File: config.mk
export PLATFORM = sky130hd
export DESIGN_NAME = asr_host
export DESIGN_NICKNAME = d
export VERILOG_FILES = /design/src/inc/asr_pkg.sv /design/src/asr_delay_counter.sv /design/src/asr_host.sv
export SDC_FILE = /design/constraint.sdc
export NUM_CORES = 1
export LEC_CHECK = 0
export ABC_CLOCK_PERIOD_IN_PS = 2120
export BUFFER_PORTS_ARGS = -buffer_cell sky130_fd_sc_hd__buf_2
export CORE_UTILIZATION = 43
export DETAILED_ROUTE_END_ITERATION = 8
export GPL_TIMING_DRIVEN = 0
export PLACE_DENSITY_LB_ADDON = 0.05
export SLEW_MARGIN = 30
export SYNTH_ARGS = -nofsm -noshare
export SYNTH_HDL_FRONTEND = slang
export SYNTH_SLANG_ARGS = --single-unit
File: constraint.sdc
create_clock -name clk_in -period 2.12 [get_ports clk_in]
set_clock_uncertainty 0.15 [all_clocks]
set_input_delay 0.318 -clock clk_in [delete_from_list [all_inputs] [get_ports clk_in]]
set_output_delay 0.318 -clock clk_in [all_outputs]
set_load 0.005 [all_outputs]
File: src/inc/asr_pkg.sv
// Purpose: constants for the static memory host controller
// Assumes: 10 MHz system clock, one pin update per clock edge
// Notes: times in ns; cycle counts derived from the clock period
package asr_pkg;
  localparam int CLK_PERIOD_NS = 100;
  localparam int ADDR_W = 17;
  localparam int DATA_W = 8;
  localparam int DEPTH_WORDS = 131072;
  // fast grade figures; slow grade uses the second set
  localparam int READ_CYCLE_MIN_FAST_NS = 70;
  localparam int READ_CYCLE_MIN_SLOW_NS = 85;
  localparam int ADDRESS_TO_DATA_DELAY_FAST_NS = 70;
  localparam int ADDRESS_TO_DATA_DELAY_SLOW_NS = 85;
  localparam int WRITE_PULSE_MIN_FAST_NS = 50;
  localparam int WRITE_PULSE_MIN_SLOW_NS = 60;
  localparam int ADDR_TO_WRITE_END_SLOW_NS = 75;
  localparam int WRITE_DATA_SETUP_SLOW_NS = 30;
  localparam int WRITE_RECOVERY_NS = 10;
  localparam int FLOAT_DELAY_NS = 25;
  localparam int WRITE_TO_FLOAT_DELAY_SLOW_NS = 30;
  // least times round up, never below one cycle
  function automatic int asr_cycles(input int ns);
    int c;
    c = (ns + CLK_PERIOD_NS - 1) / CLK_PERIOD_NS;
    return (c < 1) ? 1 : c;
  endfunction : asr_cycles
  // slow-grade figures cover both grades
  localparam int READ_WAIT_CYC = asr_cycles(ADDRESS_TO_DATA_DELAY_SLOW_NS);
  localparam int WRITE_PULSE_CYC = asr_cycles(ADDR_TO_WRITE_END_SLOW_NS);
  localparam int RECOVERY_CYC = asr_cycles(WRITE_RECOVERY_NS);
  localparam int TURN_CYC = asr_cycles(WRITE_TO_FLOAT_DELAY_SLOW_NS);
  localparam int RETAIN_WAIT_CYC = asr_cycles(READ_CYCLE_MIN_SLOW_NS);
  localparam int CNT_W = 4;
  typedef enum logic [2:0] {
    ASR_IDLE = 3'b000,
    ASR_SETUP = 3'b001,
    ASR_ACTIVE = 3'b011,
    ASR_RECOVER = 3'b010,
    ASR_TURN = 3'b110,
    ASR_RETAIN = 3'b111,
    ASR_WAKE = 3'b101
  } asr_state_t;
endpackage : asr_pkg

File: src/asr_delay_counter.sv
// Purpose: down counter that times one controller phase
// Assumes: load and count never asserted together with meaning
// Notes: done is high while the count is zero
`timescale 1ns/1ps
module asr_delay_counter #(
  parameter int WIDTH = 4
) (
  input wire logic clk_in,
  input wire logic sys_rst_in,
  input wire logic load_in,
  input wire logic [WIDTH-1:0] load_value_in,
  output logic done_out
);
  logic [WIDTH-1:0] count;
  logic [WIDTH-1:0] next_count;

  // load wins over counting so a phase always starts full
  always_comb begin
    next_count = count;
    if (load_in) begin
      next_count = load_value_in;
    end else if (count != '0) begin
      next_count = count - {{(WIDTH-1){1'b0}}, 1'b1};
    end
  end

  always_ff @(posedge clk_in or posedge sys_rst_in) begin
    if (sys_rst_in) begin
      count <= '0;
    end else begin
      count <= next_count;
    end
  end

  assign done_out = (count == '0);
endmodule : asr_delay_counter

File: src/asr_host.sv
// Purpose: host controller driving an asynchronous 128k x 8 static memory
// Assumes: memory pins sampled synchronously to clk_in, no memory clock
// Notes: one request at a time; pin timing spans whole 100 ns cycles
`timescale 1ns/1ps
module asr_host
  import asr_pkg::*;
#(
  parameter int ADDR_WIDTH = asr_pkg::ADDR_W,
  parameter int DATA_WIDTH = asr_pkg::DATA_W
) (
  input wire logic clk_in,
  input wire logic sys_rst_in,
  input wire logic req_valid_in,
  input wire logic req_write_in,
  input wire logic [ADDR_WIDTH-1:0] req_addr_in,
  input wire logic [DATA_WIDTH-1:0] req_wdata_in,
  input wire logic retain_req_in,
  output logic req_ready_out,
  output logic rd_valid_out,
  output logic [DATA_WIDTH-1:0] rd_data_out,
  output logic retained_out,
  output logic [ADDR_WIDTH-1:0] word_address_out,
  output logic select_active_low_n_out,
  output logic select_active_high_out,
  output logic write_strobe_n_out,
  output logic drive_enable_n_out,
  input wire logic [DATA_WIDTH-1:0] shared_data_bus_in,
  output logic [DATA_WIDTH-1:0] shared_data_bus_out,
  output logic shared_data_bus_oe_out
);
  import asr_pkg::*;

  asr_state_t state;
  asr_state_t next_state;
  logic is_write;
  logic next_is_write;
  logic [ADDR_WIDTH-1:0] addr;
  logic [ADDR_WIDTH-1:0] next_addr;
  logic [DATA_WIDTH-1:0] wdata;
  logic [DATA_WIDTH-1:0] next_wdata;
  logic [DATA_WIDTH-1:0] rdata;
  logic [DATA_WIDTH-1:0] next_rdata;
  logic rvalid;
  logic next_rvalid;
  logic sel_n;
  logic next_sel_n;
  logic sel_h;
  logic next_sel_h;
  logic we_n;
  logic next_we_n;
  logic oe_n;
  logic next_oe_n;
  logic bus_oe;
  logic next_bus_oe;
  logic cnt_load;
  logic [CNT_W-1:0] cnt_value;
  logic cnt_done;

  // phase timer shared by all waits
  asr_delay_counter #(
    .WIDTH(CNT_W)
  ) u_timer (
    .clk_in(clk_in),
    .sys_rst_in(sys_rst_in),
    .load_in(cnt_load),
    .load_value_in(cnt_value),
    .done_out(cnt_done)
  );

  // sequencing of pins; address is set a cycle before any strobe
  always_comb begin
    next_state = state;
    next_is_write = is_write;
    next_addr = addr;
    next_wdata = wdata;
    next_rdata = rdata;
    next_rvalid = 1'b0;
    next_sel_n = sel_n;
    next_sel_h = sel_h;
    next_we_n = we_n;
    next_oe_n = oe_n;
    next_bus_oe = bus_oe;
    cnt_load = 1'b0;
    cnt_value = '0;
    case (state)
      ASR_IDLE: begin
        if (retain_req_in) begin
          // deselect first, supply may then drop
          next_sel_n = 1'b1;
          next_sel_h = 1'b0;
          next_state = ASR_RETAIN;
        end else if (req_valid_in) begin
          next_addr = req_addr_in; // address before select
          next_wdata = req_wdata_in;
          next_is_write = req_write_in;
          next_state = ASR_SETUP;
        end
      end
      ASR_SETUP: begin
        // both selects active together
        next_sel_n = 1'b0;
        next_sel_h = 1'b1;
        if (is_write) begin
          next_we_n = 1'b0; // write strobe with select
          next_oe_n = 1'b1;
          next_bus_oe = 1'b1; // memory floats, host drives
        end else begin
          next_oe_n = 1'b0; // memory drives only in reads
        end
        cnt_load = 1'b1;
        // strobe and select held the slow-grade time
        cnt_value = is_write ? CNT_W'(WRITE_PULSE_CYC)
                             : CNT_W'(READ_WAIT_CYC);
        next_state = ASR_ACTIVE;
      end
      ASR_ACTIVE: begin
        if (cnt_done) begin
          if (is_write) begin
            next_we_n = 1'b1; // data held past end of write
          end else begin
            next_rdata = shared_data_bus_in; // sampled after access time
            next_rvalid = 1'b1;
            next_oe_n = 1'b1;
          end
          next_sel_n = 1'b1;
          next_sel_h = 1'b0;
          cnt_load = 1'b1;
          cnt_value = CNT_W'(RECOVERY_CYC);
          next_state = ASR_RECOVER;
        end
      end
      ASR_RECOVER: begin
        // address and data unchanged through recovery
        if (cnt_done) begin
          next_bus_oe = 1'b0;
          cnt_load = 1'b1;
          cnt_value = CNT_W'(TURN_CYC);
          next_state = ASR_TURN;
        end
      end
      ASR_TURN: begin
        // memory float time passes before next cycle
        if (cnt_done) begin
          next_state = ASR_IDLE;
        end
      end
      ASR_RETAIN: begin
        if (!retain_req_in) begin
          cnt_load = 1'b1;
          cnt_value = CNT_W'(RETAIN_WAIT_CYC);
          next_state = ASR_WAKE;
        end
      end
      ASR_WAKE: begin
        // one read cycle after supply recovers
        if (cnt_done) begin
          next_state = ASR_IDLE;
        end
      end
      default: begin
        next_state = ASR_IDLE;
      end
    endcase
  end

  // contents are never reset; only pins and state are
  always_ff @(posedge clk_in or posedge sys_rst_in) begin
    if (sys_rst_in) begin
      state <= ASR_IDLE;
      is_write <= 1'b0;
      addr <= '0;
      wdata <= '0;
      rdata <= '0;
      rvalid <= 1'b0;
      sel_n <= 1'b1;
      sel_h <= 1'b0;
      we_n <= 1'b1;
      oe_n <= 1'b1;
      bus_oe <= 1'b0;
    end else begin
      state <= next_state;
      is_write <= next_is_write;
      addr <= next_addr;
      wdata <= next_wdata;
      rdata <= next_rdata;
      rvalid <= next_rvalid;
      sel_n <= next_sel_n;
      sel_h <= next_sel_h;
      we_n <= next_we_n;
      oe_n <= next_oe_n;
      bus_oe <= next_bus_oe;
    end
  end

  // handshake is combinational; pins come from flip-flops
  assign req_ready_out = (state == ASR_IDLE) && !retain_req_in;
  assign retained_out = (state == ASR_RETAIN);
  assign rd_valid_out = rvalid;
  assign rd_data_out = rdata;
  assign word_address_out = addr; // 17-bit word address
  assign select_active_low_n_out = sel_n;
  assign select_active_high_out = sel_h;
  assign write_strobe_n_out = we_n;
  assign drive_enable_n_out = oe_n;
  assign shared_data_bus_out = wdata;
  assign shared_data_bus_oe_out = bus_oe;
endmodule : asr_host

# == Word-level counts from Yosys, hierarchy flattened ==
# Index checks and enable logic that the tools add are counted.
# totals
inputBits,38
word_cells,81
output_inout_bits,41
reg_bits,47
# op_classes
n_reduce_logical,18
n_eq_ne,15
bitwise,2
addsub,1
muxes,33
# op_table
op,n
$mux 3,6
$pmux 3 s6,1
$mux 1,17
$reduce_and 3->1,5
$ne 2x2->1 const B,7
$pmux 1 s3,4
$eq 3x3->1 const B,3
$mux 4,2
$eq 3x2->1 const B,2
$pmux 1 s2,3
$reduce_bool 2->1,3
$reduce_and 5->1,1
$logic_not 4->1,1
$reduce_and 4->1,1
$reduce_bool 4->1,1
$reduce_or 2->1,2
$sub 4x1->4 const B,1
$eq 3x1->1 const B,1
$logic_not 3->1,1
$ne 3x3->1 const B,1
$reduce_bool 3->1,1
$ne 2x1->1 const B,1
$not 1->1,2
$logic_and 1x1->1,1
$logic_not 1->1,1

# == Depth between registers and ports, before layout ==
# Gate-level depths: netlist of run 1.
# depth
depth_word,4
depth_mapped,7
ltp_nobuf,5

# == By module ==
# Synthesis of run 1 repeated with hierarchy kept, for this count alone.
# hier_totals
cells_unflattened,143
area_unflattened_um2,2088.3
# modules_own_cells
module,seq_area_each_um2,cells_each,n_inst,area_per_inst_um2
asr_host,1079.8,120,1,1851.8
asr_delay_counter,100.1,23,1,236.5

# == Worst setup path after synthesis of run 1 ==
# No wires, ideal clock.
# synth_path
kind,flip-flop to flip-flop
from,register u_timer.count[0]
to,register rdata[0] (netlist: rd_data_out[0])
path_buffers,2
path_stages_with_launch,8
t_required_ns,1.845
path_slack_ns,-0.187
setup_ns,0.125
arrival_time_ns,2.032
synth_period_minus_slack_ns,2.307
path_cell_list,dfrtp_1 -> inv_1 -> ha_1 -> or3b_1 -> buf_2 -> or4_4 -> buf_6 -> mux2_4
# synth_between
elab_chain_cells,2
# synth_lines
item,line,source
start: declaration,asr_delay_counter.sv:14,logic [WIDTH-1:0] count;
start signal: assignment,asr_delay_counter.sv:31,count <= next_count;
$logic_not 4->1,asr_delay_counter.sv:35,assign done_out = (count == '0);
$reduce_and 3->1 (no source line),n/a,
end signal: assignment,asr_host.sv:185,rdata <= next_rdata;
end: declaration,asr_host.sv:41,logic [DATA_WIDTH-1:0] rdata;
# No other way between the ends.
# A chain may end at the register's enable or synchronous reset.

# == Worst setup path in the final report of run 1 ==
# layout_path
from,register u_timer.count[1]
to,register rdata[3] (netlist: rd_data_out[3])
# Same word-level chain as after synthesis.

==> metrics, run 1 <==
outcome=finished with violations; failing checks=setup timing; number of cells after detailed placement=between 200 and 300; highest clock rate=around 440 MHz; most frequent cell after synthesis=dfrtp_1; post-synthesis cell area=1993 µm²; post-layout min period=between 2 and 2.5 ns; number of diodes=0; total leakage power=approximately 1.4 nW; Initial Util=0.4515; share of cells above drive strength 1=0.5779; endpoints failing hold=0; reg-to-reg endpoint=rd_data_out[3]; yosys warns=0; Area after DPL=2491 µm²; Pre-Repair DR Iteration Count=4; number of cell rows=24; aggregate routed wire length=between 4000 and 5000 µm; CP Max Fanout=5; worst skew pair latency=between 0.2 and 0.3 ns; post-synth top area share=0.5524; slew margin rel.=0.5679; Worst Max-Slew Pin Slew=roughly 0.65 ns; clk sinks=47; core area=roughly 4400 µm²; FILL cells=388; Synth area leader=dfrtp_1; startpoint types=flip-flop; r2r setup slk=-0.15 ns; Syn Nets=188; first-pass GRT wire length=around 6900 µm; WS Path Type=flip-flop to flip-flop; Crit Reg-Reg Startpoint=u_timer.count[1]; TritonCTS clock tree=built; VDD IR max=about 0.60 mV; GRT Overall Usage=0.1796; Hold WC Path Type=input port to flip-flop; data required time of the worst path=~2.2 ns; vias per cell=between 5 and 6; dpl hpwl=~3200 µm; num ports=between 70 and 80; Clock transition at path regs=~0.09 ns; die area=around 4900 µm²; total grt overflow=0; Syn-to-layout area delta=35.59%; Routed Antenna Nets=0; final setup violation count=8; Post-Layout Cell Count=about 300; final total power=between 3 and 4 mW; Root Buffer=clkbuf_8; number of max-cap violations=0; antenna violations before repair=0; crit path to=rd_data_out[3]; Num CTS Buffers=5; synth unique cells=34; gp weighted congestion=about 0.74; Cells after Synth=148; top cells by area, synth=dfrtp_1, mux2_2, mux2_4, dfstp_2, inv_1; maximum buffer depth of the clock tree=2; setup repair after global routing missed its margin=yes; Die Height=roughly 70 µm; Synth Flop Type=dfrtp_1; Worst setup EP type=flip-flop; Chip Width=between 70 and 80 µm; Avg Cell Area, Syn=13.47 µm²; I/O Buffers=between 70 and 80; final instance area=about 2700 µm²; critical path's slowest cell=or4_4; worst path cell trace=inv_2 > ha_4 > or3b_4 > or4_4 > clkbuf_16 > mux2_4; Synth Register Bits=47; largest net degree at the start of global routing=27; vias in the first global route=between 1.5k and 2k; routed len/inst=approximately 15 µm; Async S/R FF share, synth=1.000; H-tree levels=2; nets=approximately 280; post-route setup slack=-0.1507 ns; EDFF count, synth=0; cells on worst reg2reg path=6; Final Cycle Share=1.071; initial DRC count=63; synth cell count leaders=dfrtp_1, mux2_2, inv_1, mux2_4, nor2_1; Critical Path Max Stage Delay=roughly 0.54 ns; register area share after synthesis=0.5920; via count=between 1k and 1.5k; DRC violations left=0; post-route core utilization=0.6122; crit path DAT=approximately 2.3 ns; CP Launch Point=u_timer.count[1]; final-report max-slew violation count=0; PD cells=1419 nW/µm²
[layer usage]
layer  up-vias  wire (µm)  GRT usage
met1       728       1778     0.2162
met3         4        261    0.06205
met5         -          0          0
li1        708          -          -
met4         0         21    0.04444
met2        50       2281     0.3077
[final cells by class]
cell class | instances | area, µm² | area share
Multi-Input combinational cell | 86 | 777.0 | 0.2875
Timing Repair Buffer | 89 | 505.5 | 0.1870
Tap cell | 52 | 65.06 | 0.02407
Clock buffer | 7 | 76.32 | 0.02824
Sequential cell | 47 | 1180 | 0.4366
Inverter | 8 | 30.03 | 0.01111
Buffer | 6 | 38.79 | 0.01435
Clock inverter | 1 | 30.03 | 0.01111
[worst max-delay path, delay by kind of cell (launching register included)]
family	cells	cell delay, ns
adders and majority gates	1	0.13
buffers and inverters	2	0.27
DFF	1	0.39
muxes	1	0.29
and+or+nand+nor	2	0.94
[state kept, by name (all words and copies together), names as in the netlist]
signal,flops
select_active_high_out,1
rd_data_out,8
rd_valid_out,1
write_strobe_n_out,1
shared_data_bus_out,8
word_address_out,17
state,3
drive_enable_n_out,1
select_active_low_n_out,1
is_write,1
u_timer.count,4
shared_data_bus_oe_out,1
[power breakdown]
group | internal (mW) | switching [mW] | total, mW
combinational | 0.896 | 0.683 | 1.58
sequential | 1.36 | 0.259 | 1.62
clock | 0.353 | 0.285 | 0.638
total | 2.61 | 1.23 | 3.83
[per-stage QoR]
stage	hold slack [ns]	setup TNS (ns)	setup slack [ns]
global route	0.08784	-1.444	-0.1900
CTS	0.08854	-1.154	-0.1483
global placement	0.3317	-1.162	-0.1461
finish	0.09433	-1.097	-0.1507
detailed placement	0.2195	-1.407	-0.1790
floorplan	0.2929	-0.7004	-0.08755
[repair_timing]
| action | 4_1_cts | 5_1_grt |
|---|---|---|
| hold endpoints to repair | 21 | 0 |
| pin swaps | 0 | 1 |
| hold buffers | 1 | 0 |
| buffers inserted | 3 | 5 |
| endpoints found under the setup margin | 8 | 28 |
| cloned | 0 | 1 |
| resized for setup | 0 | 5 |
[cells in the final DEF (no fill, tap or decap), types with 3 or more instances in the layout]
cell,Yosys,final
a21oi_1,4,4
buf_2,1,78
buf_4,0,8
clkbuf_1,5,7
clkbuf_8,0,5
dfrtp_1,44,44
dfstp_2,3,3
inv_1,8,5
inv_2,0,3
mux2_2,26,26
mux2_4,8,8
nor2_1,7,7
nor2b_1,4,4
o21ai_0,4,4
[worst min-delay path by stage]
stage,start,end,slack (ns),depth (start not counted)
floorplan,retain_req_in,u_timer.count[0],0.29,1
global placement,word_address_out[8],word_address_out[8],0.33,1
detailed placement,sys_rst_in,word_address_out[9],0.22,2
CTS,req_wdata_in[1],shared_data_bus_out[1],0.09,2
global route,req_addr_in[14],word_address_out[14],0.09,2
finish,req_wdata_in[1],shared_data_bus_out[1],0.09,2
[kinds of logic (layout without fill, tap and decap cells)]
logic type                 count (synthesis)  after routing  synth area share
AOI/OAI and AO/OA                         18             18           0.05775
buffers and inverters                     15            111           0.03264
adders and majority gates                  2              2           0.01255
muxes                                     35             35            0.2122
and+or+nand+nor                           29             29           0.08412
xor gates and xnor gates                   2              2          0.008790
DFF                                       47             47            0.5920
Power figures use the tool's default switching activity.
==> run 2, diff against run 1 <==
ABC_CLOCK_PERIOD_IN_PS = 2750   (was 2120)
CAP_MARGIN = 20   (was not set)
CORE_UTILIZATION = 51   (was 43)
clock period = 2.75 ns   (was 2.12 ns; I/O delays follow)
==> metrics, run 2 (same netlist as run 1, synthesis figures left out) <==
multi-input logic area=748.2 µm² (was 777.0 µm²); Final TNS setup=0 ns (was -1.097 ns); final instance area=2552 µm² (was 2703 µm²); Flop pwr share=0.455 (was 0.422); WS Path Type=flip-flop to flip-flop (unchanged); cell internal pwr=1.841 mW (was 2.606 mW); DRC violations left=0 (unchanged); r2r setup slk=0.30 ns (was -0.15 ns); crit path DAT=2.47 ns (was 2.30 ns); dpl hpwl=2849 µm (was 3180 µm); num ports=79 (unchanged); CTS hold repair buffers=0 (was 1); reg-to-reg endpoint=rd_data_out[4] (was rd_data_out[3]); core area=3716 µm² (was 4414 µm²); Reg area=1180 µm² (unchanged); Root Buffer=clkbuf_8 (unchanged); endpoints failing hold=15 (was 0); Chip Width=64.52 µm (was 70.08 µm); Post-Place Setup Slack=0.3301 ns (was -0.1790 ns); maximum buffer depth of the clock tree=2 (unchanged); Pre-Repair DR Iteration Count=4 (unchanged); Final Cycle Share=0.8901 (was 1.071); PD cells=1068 nW/µm² (was 1419 nW/µm²); clk sinks=47 (unchanged); number of diodes=0 (unchanged); commonest cells after routing, fill and taps aside=buf_2, dfrtp_1, mux2_2 (unchanged); startpoint types=flip-flop (unchanged); Clock transition at path regs=0.08 ns (was 0.09 ns); TritonCTS clock tree=built (unchanged); total leakage power=1.345 nW (was 1.411 nW); Worst setup EP type=flip-flop (unchanged); initial DRC count=45 (was 63); worst path cell trace=inv_1 > ha_1 > or3b_1 > buf_2 > or4_4 > buf_6 > mux2_4 (was inv_2 > ha_4 > or3b_4 > or4_4 > clkbuf_16 > mux2_4); worst skew pair latency=0.30 ns (was 0.29 ns); H-tree levels=2 (unchanged); antenna violations before repair=0 (unchanged); Num CTS Buffers=5 (unchanged); Psw=0.8847 mW (was 1.228 mW); Initial Util=0.5364 (was 0.4515); setup repair after global routing missed its margin=no (was yes); total grt overflow=0 (unchanged); Sw Ratio=0.3246 (was 0.3203); Hold WC Path Type=input port to asynchronous set/reset pin (was input port to flip-flop); via count=1448 (was 1490); final-report max-slew violation count=0 (unchanged); logic gate share of total power=0.399 (was 0.412); Die Height=64.52 µm (was 70.08 µm); Crit Reg-Reg Startpoint=u_timer.count[0] (was u_timer.count[1]); gp weighted congestion=0.8556 (was 0.7350); number of cell rows=22 (was 24); vias per cell=5.117 (was 5.034); VDD IR max=0.5688 mV (was 0.6019 mV); PostCTS Resize Cnt=0 (unchanged); Syn-to-layout area delta=28.06% (was 35.59%); slew margin rel.=0.5781 (was 0.5679); die area=4162 µm² (was 4911 µm²); post-layout min period=2.448 ns (was 2.271 ns); Routed Antenna Nets=0 (unchanged); GRT Overall Usage=0.2015 (was 0.1796); share of cells above drive strength 1=0.5362 (was 0.5779); Worst Max-Slew Pin Slew=0.6314 ns (was 0.6467 ns); Critical Path Max Stage Delay=0.49 ns (was 0.54 ns); setup bufs post-CTS=0 (was 3); number of max-cap violations=0 (unchanged); FILL cells=279 (was 388); final setup violation count=0 (was 8); data required time of the worst path=2.78 ns (was 2.15 ns); first-pass GRT wire length=6230 µm (was 6913 µm); nets=274 (was 283); highest clock rate=408.5 MHz (was 440.4 MHz); routed len/inst=13.40 µm (was 14.67 µm); Area after DPL=2471 µm² (was 2491 µm²); max reg flops=17 (unchanged); outcome=finished with violations (unchanged); post-route setup slack=0.3022 ns (was -0.1507 ns); vias in the first global route=1360 (was 1501); most common cell after layout, fill and taps aside=buf_2 (unchanged); hold_ws=-0.007730 ns (was 0.09433 ns); failing checks=hold timing (was setup timing); CP Max Fanout=10 (was 5); aggregate routed wire length=3793 µm (was 4342 µm); largest net degree at the start of global routing=26 (was 27); I/O Buffers=78 (unchanged); critical path's slowest cell=or4_4 (unchanged); cells on worst reg2reg path=7 (was 6); Clk pwr share=0.146 (was 0.167)
run 2: changes by cell type in the layout (fill, tap and decap cells not counted), sizes merged:
cell	before	now
dlygate4sd3	1	0
buf	88	81
clkinv	0	1
clkbuf	13	12
bufinv	1	0
run 2: how the worst max path moves through the flow:
stage	startpoint	to
2_1_floorplan	u_timer.count[0]	rd_data_out[0]
3_3_place_gp	u_timer.count[0]	rd_data_out[1]
3_5_place_dp	u_timer.count[0]	rd_data_out[2]
4_1_cts	u_timer.count[0]	rd_data_out[4]
5_1_grt	u_timer.count[0]	rd_data_out[6]
6_report	u_timer.count[0]	rd_data_out[4]
run 2: layout make-up:
type	instances	area share
Buffer	7	0.01373
Clock buffer	7	0.02990
Clock inverter	1	0.001961
Inverter	8	0.01176
Multi-Input combinational cell	86	0.2931
Sequential cell	47	0.4623
Tap cell	48	0.02353
Timing Repair Buffer	79	0.1637
run 2: stage by stage:
stage	power, mW	instances	hold WS, ns	utilization
6_report	2.725	283	-0.007730	0.6869
5_1_grt	2.926	283	0.03785	0.6869
4_1_cts	2.747	283	0.005724	0.6869
3_5_place_dp	2.348	275	0.3319	0.6650
3_3_place_gp	2.286	274	0.3309	0.6576
2_1_floorplan	1.893	148	0.3359	-
run 2: power groups by stage:
| stage | registers [mW] | logic, mW | clock network [mW] |
|---|---|---|---|
| 5_1_grt | 1.28 | 1.21 | 0.436 |
| 3_3_place_gp | 1.23 | 1.06 | 0 |
| 6_report | 1.24 | 1.09 | 0.397 |
| 4_1_cts | 1.24 | 1.10 | 0.406 |
| 2_1_floorplan | 1.26 | 0.632 | 0 |
| 3_5_place_dp | 1.25 | 1.10 | 0 |
run 2: metal layers:
metal  global-route usage  wire, µm  up-vias
met5                    0         0        -
met4              0.08333        63        0
met3              0.05986       288        6
met2               0.3171      1737       66
met1               0.2597      1704      689
li1                     -         -      687
run 2: worst max-delay path, delay by kind of cell, from the launching register on:
kind,cells,cell delay (ns)
simple gates,2,0.83
buf+inv,3,0.46
flops,1,0.41
mux,1,0.30
fa+ha+maj,1,0.19
